===== config.mk =====
export PLATFORM = sky130hd
export DESIGN_NAME = dual_uart_pins
export DESIGN_NICKNAME = d
export VERILOG_FILES = /design/src/rtl/uart_chan_regs.v /design/src/rtl/dual_uart_pins.v
export VERILOG_INCLUDE_DIRS = /design/src /design/src/rtl
export SDC_FILE = /design/constraint.sdc
export NUM_CORES = 1
export LEC_CHECK = 0
export ABC_AREA = 1
export BUFFER_PORTS_ARGS = -buffer_cell sky130_fd_sc_hd__buf_2
export CAP_MARGIN = 20
export CELL_PAD_IN_SITES_DETAIL_PLACEMENT = 1
export CELL_PAD_IN_SITES_GLOBAL_PLACEMENT = 2
export CORE_UTILIZATION = 30
export CTS_BUF_LIST = sky130_fd_sc_hd__clkbuf_8
export CTS_CLUSTER_DIAMETER = 100
export DETAILED_ROUTE_END_ITERATION = 12
export HOLD_SLACK_MARGIN = 0.05
export PLACE_DENSITY = 0.89
export SKIP_LAST_GASP = 1
export SLEW_MARGIN = 20
export SYNTH_ARGS = -nofsm -noshare
export SYNTH_HDL_FRONTEND = slang
export SYNTH_SLANG_ARGS = --single-unit

===== constraint.sdc =====
create_clock -name ref_clk -period 1.31 [get_ports ref_clk]
set_clock_uncertainty 0.15 [all_clocks]
set_input_delay 0 -clock ref_clk [delete_from_list [all_inputs] [get_ports ref_clk]]
set_output_delay 0 -clock ref_clk [all_outputs]
set_load 0.05 [all_outputs]

===== src/rtl/uart_pins_defines.vh =====
/*
 Constants for the dual UART host and modem pin block.
 Assumes one 20 MHz clock and a host bus sampled through synchronisers.
*/
//Function
// - While chip select is low the host bus is joined to channel A or B by the channel pick.
// - With chip select low, channel pick low addresses channel B and high addresses channel A.
// - Alternate function bit 0 makes one host write update both channels together.
// - Modem status bit 4 reports the inverted clear-to-send input, high meaning ready for transmit data.
// - Clear-to-send gates transmit only, and only when enhanced feature bit 7 is set.
// - The host data bus is 8 bits, bit 0 least significant and first on the serial line.
// - Modem status reflects each channel's data-set-ready input, low meaning modem ready.
// - Writing one to modem control bit 0 drives that channel's terminal-ready output low.
// - Terminal-ready goes high after a zero is written to modem control bit 0 and after reset.
// - The interrupt output is enabled only by modem control bit 3, sources by interrupt enable.
// - Interrupt sources are receive errors, receive data, transmit space and modem change.
// - After reset both interrupt outputs are high impedance.
// - On the rising edge of the write strobe the data bus is latched into the addressed register.
`ifndef UART_PINS_DEFINES_VH
`define UART_PINS_DEFINES_VH
`define ADDR_IER        3'h1
`define ADDR_EFR        3'h2
`define ADDR_AFR        3'h2
`define ADDR_MCR        3'h4
`define ADDR_MSR        3'h6
`define MCR_DTR_BIT     0
`define MCR_IRQ_EN_BIT  3
`define MSR_DCTS_BIT    0
`define MSR_DDSR_BIT    1
`define MSR_CTS_BIT     4
`define MSR_DSR_BIT     5
`define EFR_AUTO_CTS_BIT 7
`define AFR_BOTH_BIT    0
`define IER_RX_BIT      0
`define IER_TX_BIT      1
`define IER_LS_BIT      2
`define IER_MS_BIT      3
`define RST_MCR         8'h00
`define RST_IER         8'h00
`define RST_EFR         8'h00
`define RST_AFR         8'h00
`endif


===== src/rtl/uart_chan_regs.v =====
/*
 One channel's modem control, interrupt enable, feature and status logic.
 Assumes write pulses and modem levels already synchronised to ref_clk.
*/
`timescale 1ns/1ps
`include "uart_pins_defines.vh"
module uart_chan_regs (
    input  wire       ref_clk,
    input  wire       srst,
    input  wire       wr_pulse,
    input  wire       rd_msr_pulse,
    input  wire       efr_space,
    input  wire [2:0] addr,
    input  wire [7:0] wdata,
    input  wire       cts_n,
    input  wire       dsr_n,
    input  wire       rx_err,
    input  wire       rx_avail,
    input  wire       tx_space,
    output wire [7:0] modem_status_reg,
    output wire       dtr_n,
    output wire       irq,
    output wire       irq_oe_n,
    output wire       tx_allow
);
    reg [7:0] mcr_q;
    reg [7:0] ier_q;
    reg [7:0] efr_q;
    reg       cts_q;
    reg       dsr_q;
    reg       dcts_q;
    reg       ddsr_q;
    reg       irq_q;
    wire      ms_change;
    wire      src;

    assign ms_change = (cts_q != ~cts_n) | (dsr_q != ~dsr_n);

    always @(posedge ref_clk) begin
        if (srst) begin
            mcr_q  <= `RST_MCR;
            ier_q  <= `RST_IER;
            efr_q  <= `RST_EFR;
            cts_q  <= 1'b0;
            dsr_q  <= 1'b0;
            dcts_q <= 1'b0;
            ddsr_q <= 1'b0;
            irq_q  <= 1'b0;
        end else begin
            if (wr_pulse) begin
                if (addr == `ADDR_MCR)
                    mcr_q <= wdata;
                if (addr == `ADDR_IER)
                    ier_q <= wdata;
                if (addr == `ADDR_EFR && efr_space)
                    efr_q <= wdata;
            end
            cts_q <= ~cts_n;
            dsr_q <= ~dsr_n;
            // Delta flags: set wins over read clear
            dcts_q <= (cts_q != ~cts_n) | (dcts_q & ~rd_msr_pulse);
            ddsr_q <= (dsr_q != ~dsr_n) | (ddsr_q & ~rd_msr_pulse);
            irq_q  <= src;
        end
    end

    assign src = (ier_q[`IER_LS_BIT] & rx_err) | (ier_q[`IER_RX_BIT] & rx_avail)
               | (ier_q[`IER_TX_BIT] & tx_space)
               | (ier_q[`IER_MS_BIT] & (dcts_q | ddsr_q | ms_change));

    assign modem_status_reg = {2'b00, dsr_q, cts_q, 2'b00, ddsr_q, dcts_q};
    assign dtr_n = ~mcr_q[`MCR_DTR_BIT];
    assign irq = irq_q & mcr_q[`MCR_IRQ_EN_BIT];
    assign irq_oe_n = ~mcr_q[`MCR_IRQ_EN_BIT];
    assign tx_allow = ~efr_q[`EFR_AUTO_CTS_BIT] | ~cts_n;
endmodule


===== src/rtl/dual_uart_pins.v =====
/*
 Dual UART host bus and modem pin logic for channels A and B.
 Assumes host strobes and modem pins are asynchronous and pass three flops.
*/
`timescale 1ns/1ps
`include "uart_pins_defines.vh"
module dual_uart_pins (
    input  wire       ref_clk,
    input  wire       srst,
    input  wire       cs_n,
    input  wire       channel_pick,
    input  wire [2:0] addr,
    input  wire [7:0] data_in,
    output reg  [7:0] data_out,
    output wire       data_oe_n,
    input  wire       write_strobe_n,
    input  wire       read_strobe_n,
    input  wire       efr_space,
    input  wire       both_en,
    input  wire [1:0] cts_n,
    input  wire [1:0] dsr_n,
    output wire [1:0] dtr_n,
    input  wire [1:0] rx_err,
    input  wire [1:0] rx_avail,
    input  wire [1:0] tx_space,
    output wire       irq_channel_a,
    output wire       irq_channel_a_oe_n,
    output wire       irq_channel_b,
    output wire       irq_channel_b_oe_n,
    output wire [1:0] tx_allow
);
    // Three-stage synchronisers, index 0 A, 1 B
    reg [2:0]  wr_s;
    reg [2:0]  rd_s;
    reg [2:0]  cs_s;
    reg [2:0]  pk_s;
    reg [2:0]  cts_a_s;
    reg [2:0]  cts_b_s;
    reg [2:0]  dsr_a_s;
    reg [2:0]  dsr_b_s;
    reg        wr_st_q;
    reg        rd_st_q;
    reg        cts_st_q_a;
    reg        cts_st_q_b;
    reg        dsr_st_q_a;
    reg        dsr_st_q_b;
    reg        afr_both_q;
    reg [7:0]  wd_q;
    reg [2:0]  ad_q;
    reg        pick_q;
    reg        sel_q;
    wire [7:0] msr_a;
    wire [7:0] msr_b;
    wire       wr_now;
    wire       rd_now;
    wire       wr_rise;
    wire       rd_fall;
    wire       cs_ok;
    wire       pick_ok;
    wire       wr_a;
    wire       wr_b;

    always @(posedge ref_clk) begin
        if (srst) begin
            wr_s <= 3'h7;
            rd_s <= 3'h7;
            cs_s <= 3'h7;
            pk_s <= 3'h7;
            cts_a_s <= 3'h7;
            cts_b_s <= 3'h7;
            dsr_a_s <= 3'h7;
            dsr_b_s <= 3'h7;
        end else begin
            wr_s <= {wr_s[1:0], write_strobe_n};
            rd_s <= {rd_s[1:0], read_strobe_n};
            cs_s <= {cs_s[1:0], cs_n};
            pk_s <= {pk_s[1:0], channel_pick};
            // One chain per pin keeps channel A and B apart
            cts_a_s <= {cts_a_s[1:0], cts_n[0]};
            cts_b_s <= {cts_b_s[1:0], cts_n[1]};
            dsr_a_s <= {dsr_a_s[1:0], dsr_n[0]};
            dsr_b_s <= {dsr_b_s[1:0], dsr_n[1]};
        end
    end

    // A change counts once stages two and three agree
    assign wr_now  = (wr_s[1] == wr_s[2]) ? wr_s[2] : wr_st_q;
    assign rd_now  = (rd_s[1] == rd_s[2]) ? rd_s[2] : rd_st_q;
    assign cs_ok   = (cs_s[1] == cs_s[2]) ? ~cs_s[2] : 1'b0;
    assign pick_ok = (pk_s[1] == pk_s[2]) ? pk_s[2] : pick_q;
    assign wr_rise = wr_now & ~wr_st_q;
    assign rd_fall = ~rd_now & rd_st_q;

    always @(posedge ref_clk) begin
        if (srst) begin
            wr_st_q <= 1'b1;
            rd_st_q <= 1'b1;
            cts_st_q_a <= 1'b1;
            cts_st_q_b <= 1'b1;
            dsr_st_q_a <= 1'b1;
            dsr_st_q_b <= 1'b1;
            afr_both_q <= 1'b0;
            wd_q <= 8'h00;
            ad_q <= 3'h0;
            pick_q <= 1'b1;
            sel_q <= 1'b0;
            data_out <= 8'h00;
        end else begin
            wr_st_q <= wr_now;
            rd_st_q <= rd_now;
            pick_q <= pick_ok;
            if (cts_a_s[1] == cts_a_s[2]) cts_st_q_a <= cts_a_s[2];
            if (cts_b_s[1] == cts_b_s[2]) cts_st_q_b <= cts_b_s[2];
            if (dsr_a_s[1] == dsr_a_s[2]) dsr_st_q_a <= dsr_a_s[2];
            if (dsr_b_s[1] == dsr_b_s[2]) dsr_st_q_b <= dsr_b_s[2];
            // Capture data and address while strobe is low
            if (~wr_now & cs_ok) begin
                wd_q <= data_in;
                ad_q <= addr;
                sel_q <= pick_ok;
            end
            if (wr_rise & cs_ok & ad_q == `ADDR_AFR & both_en)
                afr_both_q <= wd_q[`AFR_BOTH_BIT];
            if (rd_fall & cs_ok & addr == `ADDR_MSR)
                data_out <= pick_ok ? msr_a : msr_b;
        end
    end

    assign data_oe_n = ~(cs_ok & ~rd_now);
    assign wr_a = wr_rise & cs_ok & (sel_q | afr_both_q);
    assign wr_b = wr_rise & cs_ok & (~sel_q | afr_both_q);

    uart_chan_regs u_chan_a (
        .ref_clk      (ref_clk),
        .srst         (srst),
        .wr_pulse     (wr_a),
        .rd_msr_pulse (rd_fall & cs_ok & pick_ok & addr == `ADDR_MSR),
        .efr_space    (efr_space),
        .addr         (ad_q),
        .wdata        (wd_q),
        .cts_n        (cts_st_q_a),
        .dsr_n        (dsr_st_q_a),
        .rx_err       (rx_err[0]),
        .rx_avail     (rx_avail[0]),
        .tx_space     (tx_space[0]),
        .modem_status_reg          (msr_a),
        .dtr_n        (dtr_n[0]),
        .irq          (irq_channel_a),
        .irq_oe_n     (irq_channel_a_oe_n),
        .tx_allow     (tx_allow[0])
    );

    uart_chan_regs u_chan_b (
        .ref_clk      (ref_clk),
        .srst         (srst),
        .wr_pulse     (wr_b),
        .rd_msr_pulse (rd_fall & cs_ok & ~pick_ok & addr == `ADDR_MSR),
        .efr_space    (efr_space),
        .addr         (ad_q),
        .wdata        (wd_q),
        .cts_n        (cts_st_q_b),
        .dsr_n        (dsr_st_q_b),
        .rx_err       (rx_err[1]),
        .rx_avail     (rx_avail[1]),
        .tx_space     (tx_space[1]),
        .modem_status_reg          (msr_b),
        .dtr_n        (dtr_n[1]),
        .irq          (irq_channel_b),
        .irq_oe_n     (irq_channel_b_oe_n),
        .tx_allow     (tx_allow[1])
    );
endmodule


==> flow_summary.json <==
{
  "outcome": "finished with violations",
  "violations": "setup timing",
  "layout-drive-gt1-share_pct": 29.4,
  "yosysWarnings": 0,
  "vias_per_cell": 4.28,
  "endpoint_kind": "flop",
  "cts_buffer_depth": 2,
  "grt_start_max_net_pins": 35,
  "crit_chain": "nor2_4 -> nand3_4 -> nor2_4 -> nand2_4 -> nand2_2 -> inv_1 -> nor2_1",
  "ys_seq_elements": 69,
  "path_clk_slew_ns": 0.08,
  "wire_per_inst_um": 11.4,
  "area_growth_pct": 33.7,
  "io-pin-count": 46,
  "cts_root_buffer": "clkbuf_8",
  "stdcell_area_um2": 3650,
  "grt_pass1_wl_mm": 10.7,
  "post-dp-hpwl_mm": 4.33,
  "cts_buffers": 9,
  "overflow": 0,
  "maxSlewViolCount": 0,
  "p_leak_uw": 0.00159,
  "initial_utilization_pct": 31.1,
  "avgSynthCellArea_um2": 7.60,
  "fmax_mhz": 700,
  "dpl_cell_area_um2": 3080,
  "drtIter0Drc": 49,
  "fin_nets": 463,
  "cp-start-kind": "flop",
  "crit_slowest_cell": "dfxtp_2",
  "port_buffers": 38,
  "yosysSeqAreaShare_pct": 50.6,
  "numClockSinks": 69,
  "ant_nets": 0,
  "min_from": "cts_n[0]",
  "die_x_um": 97.4,
  "synth_cell_type_count": 24,
  "ys.flop_type": "dfxtp_1",
  "synth_enable_flop_cells": 0,
  "async_reset_ff_share_pct": 0,
  "hold_slack_ns": 0.222,
  "clk_latency_ns": 0.34,
  "finalWorstPathRequiredPeriod_ns": 1.43,
  "wirelength_mm": 6.26,
  "cts-htree-levels": 3,
  "slowest_delay_ns": 0.33,
  "setup_tns_ns": -1.10,
  "crit_fanout": 5,
  "required_ns": 1.44,
  "powerDensity_nw_per_um2": 1090,
  "antenna_found_initial": 0,
  "dieArea_um2": 9480,
  "worstHoldPathType": "in -> reg",
  "maxCapViolCount": 0,
  "final_hold_viol_count": 0,
  "firstDrtPassIters": 4,
  "n_antenna_cell": 0,
  "rows": 34,
  "crit_top_cell": "nor2_4",
  "rsz0062_at_grt": "yes",
  "setup_viol_count_final": 17,
  "synthCells": 359,
  "grt_use_total_pct": 14.2,
  "drc": 0,
  "r2r-start": "cs_s[2]$_SDFF_PP1_",
  "dr_total_vias": 2341,
  "worstSetupPathType": "reg -> reg",
  "crit_start": "cs_s[2]$_SDFF_PP1_",
  "pre_cts_slack_ns": -0.137,
  "grt_pass1_vias": 2404,
  "die_h_um": 97.4,
  "post-route-period-util_pct": 109,
  "irDropWorstVdd_v": 0.000670,
  "coreArea_um2": 8760,
  "finalWeightedCongestion": 0.728,
  "cts_tree": "yes",
  "cp.arrival_ns": 1.56,
  "num-fill-cells": 1078,
  "setup_slack_ns": -0.118,
  "netlist_area_um2": 2730
}
## critical path: cells and delay by family, from the launching register on
family,cells,cell delay [ns]
flip-flops,1,0.33
buffers and inverters,1,0.03
AND/OR/NAND/NOR,6,0.85
## area by class of cell
class,instances,area (µm²),share of cell area [%]
Sequential cell,69,1390,38.1
Tap cell,108,135,3.70
Clock buffer,10,138,3.77
Timing Repair Buffer,73,563,15.4
Clock inverter,6,46.3,1.27
Multi-Input combinational cell,228,1170,32.1
Inverter,53,204,5.59
## final timing paths
path,endpoint,slack (ns),cells past startpoint
min reg2reg,rd_s[1]$_SDFF_PP1_,0.26,1
min,cts_a_s[0]$_SDFF_PP1_,0.22,3
max,u_chan_b.ier_q[1]$_SDFFE_PP0P_,-0.12,7
max reg2reg,u_chan_b.ier_q[1]$_SDFFE_PP0P_,-0.12,7
## layer usage
metal  part of all wire [%]  GRT usage, %  up-vias
met2                     53          26.8       35
met1                     43          15.0     1077
met5                      0             0        -
met4                    1.2          5.09        0
li1                       -             -     1222
met3                    2.9          3.74        7
## placed cells by master, fill, tap and decap left out, types with 5 or more instances in the layout
master         count
nand2_1           67
dfxtp_1           62
nor2_1            55
inv_1             48
buf_2             37
dlygate4sd3_1     25
or2_2             23
nand3_1           18
o21ai_0           14
nand2_2           10
clkbuf_8          10
a21oi_1            9
dfxtp_2            7
buf_4              6
nor2_4             5
## state kept, by name, indices dropped and copies added, names as in the netlist, 3 cells and up
name and cells:
rd_s 3, cs_s 3, u_chan_b.ier_q 4, wd_q 5
dsr_a_s 3, cts_a_s 3, u_chan_a.ier_q 4, data_out 4
wr_s 3, cts_b_s 3, ad_q 3, pk_s 3
dsr_b_s 3
## cell usage after synthesis (2+ instances only)
master	instances	share of area (%)
xor2_1	4	1.3
or2_2	23	5.3
nor2_1	58	8.0
a21oi_1	9	1.7
buf_4	8	2.2
nand2_2	2	0.46
dfxtp_1	69	51
maj3_1	4	1.5
o21ai_0	15	2.8
nor2_4	3	1.2
nand2_1	76	10
inv_1	52	7.2
clkbuf_1	6	0.83
nand3_1	20	3.7
## power breakdown
group	total, µW	internal, µW	leakage [µW]	switching [µW]
combinational	228	121	0.000942	108
clock	1600	751	0.0000893	853
sequential	2140	2130	0.000558	12.6
## metrics by stage
step / util, % / power, µW / std cells
floorplan: - / 2290 / 362
global placement: 35.2 / 2360 / 502
detailed placement: 35.2 / 2360 / 502
CTS: 40.5 / 4040 / 545
global route: 41.6 / 4140 / 547
finish: 41.6 / 3970 / 547
## cell families after synthesis
kind of cell | count (synthesis) | synth area share (%)
compound gates | 25 | 4.59
xor+xnor | 4 | 1.28
flops | 69 | 50.6
simple gates | 188 | 31.4
buf+inv | 68 | 10.5
fa+ha+maj | 4 | 1.47
other cells | 1 | 0.137
## repair_timing
item,4_1_cts,5_1_grt
hold endpoints to repair,39,0
resized for setup,8,32
hold buffers,25,0
endpoints found under the setup margin,28,34
pin swaps,12,21
setup buffers,0,1
gates cloned,2,1
(Power assumes the default switching activity.)
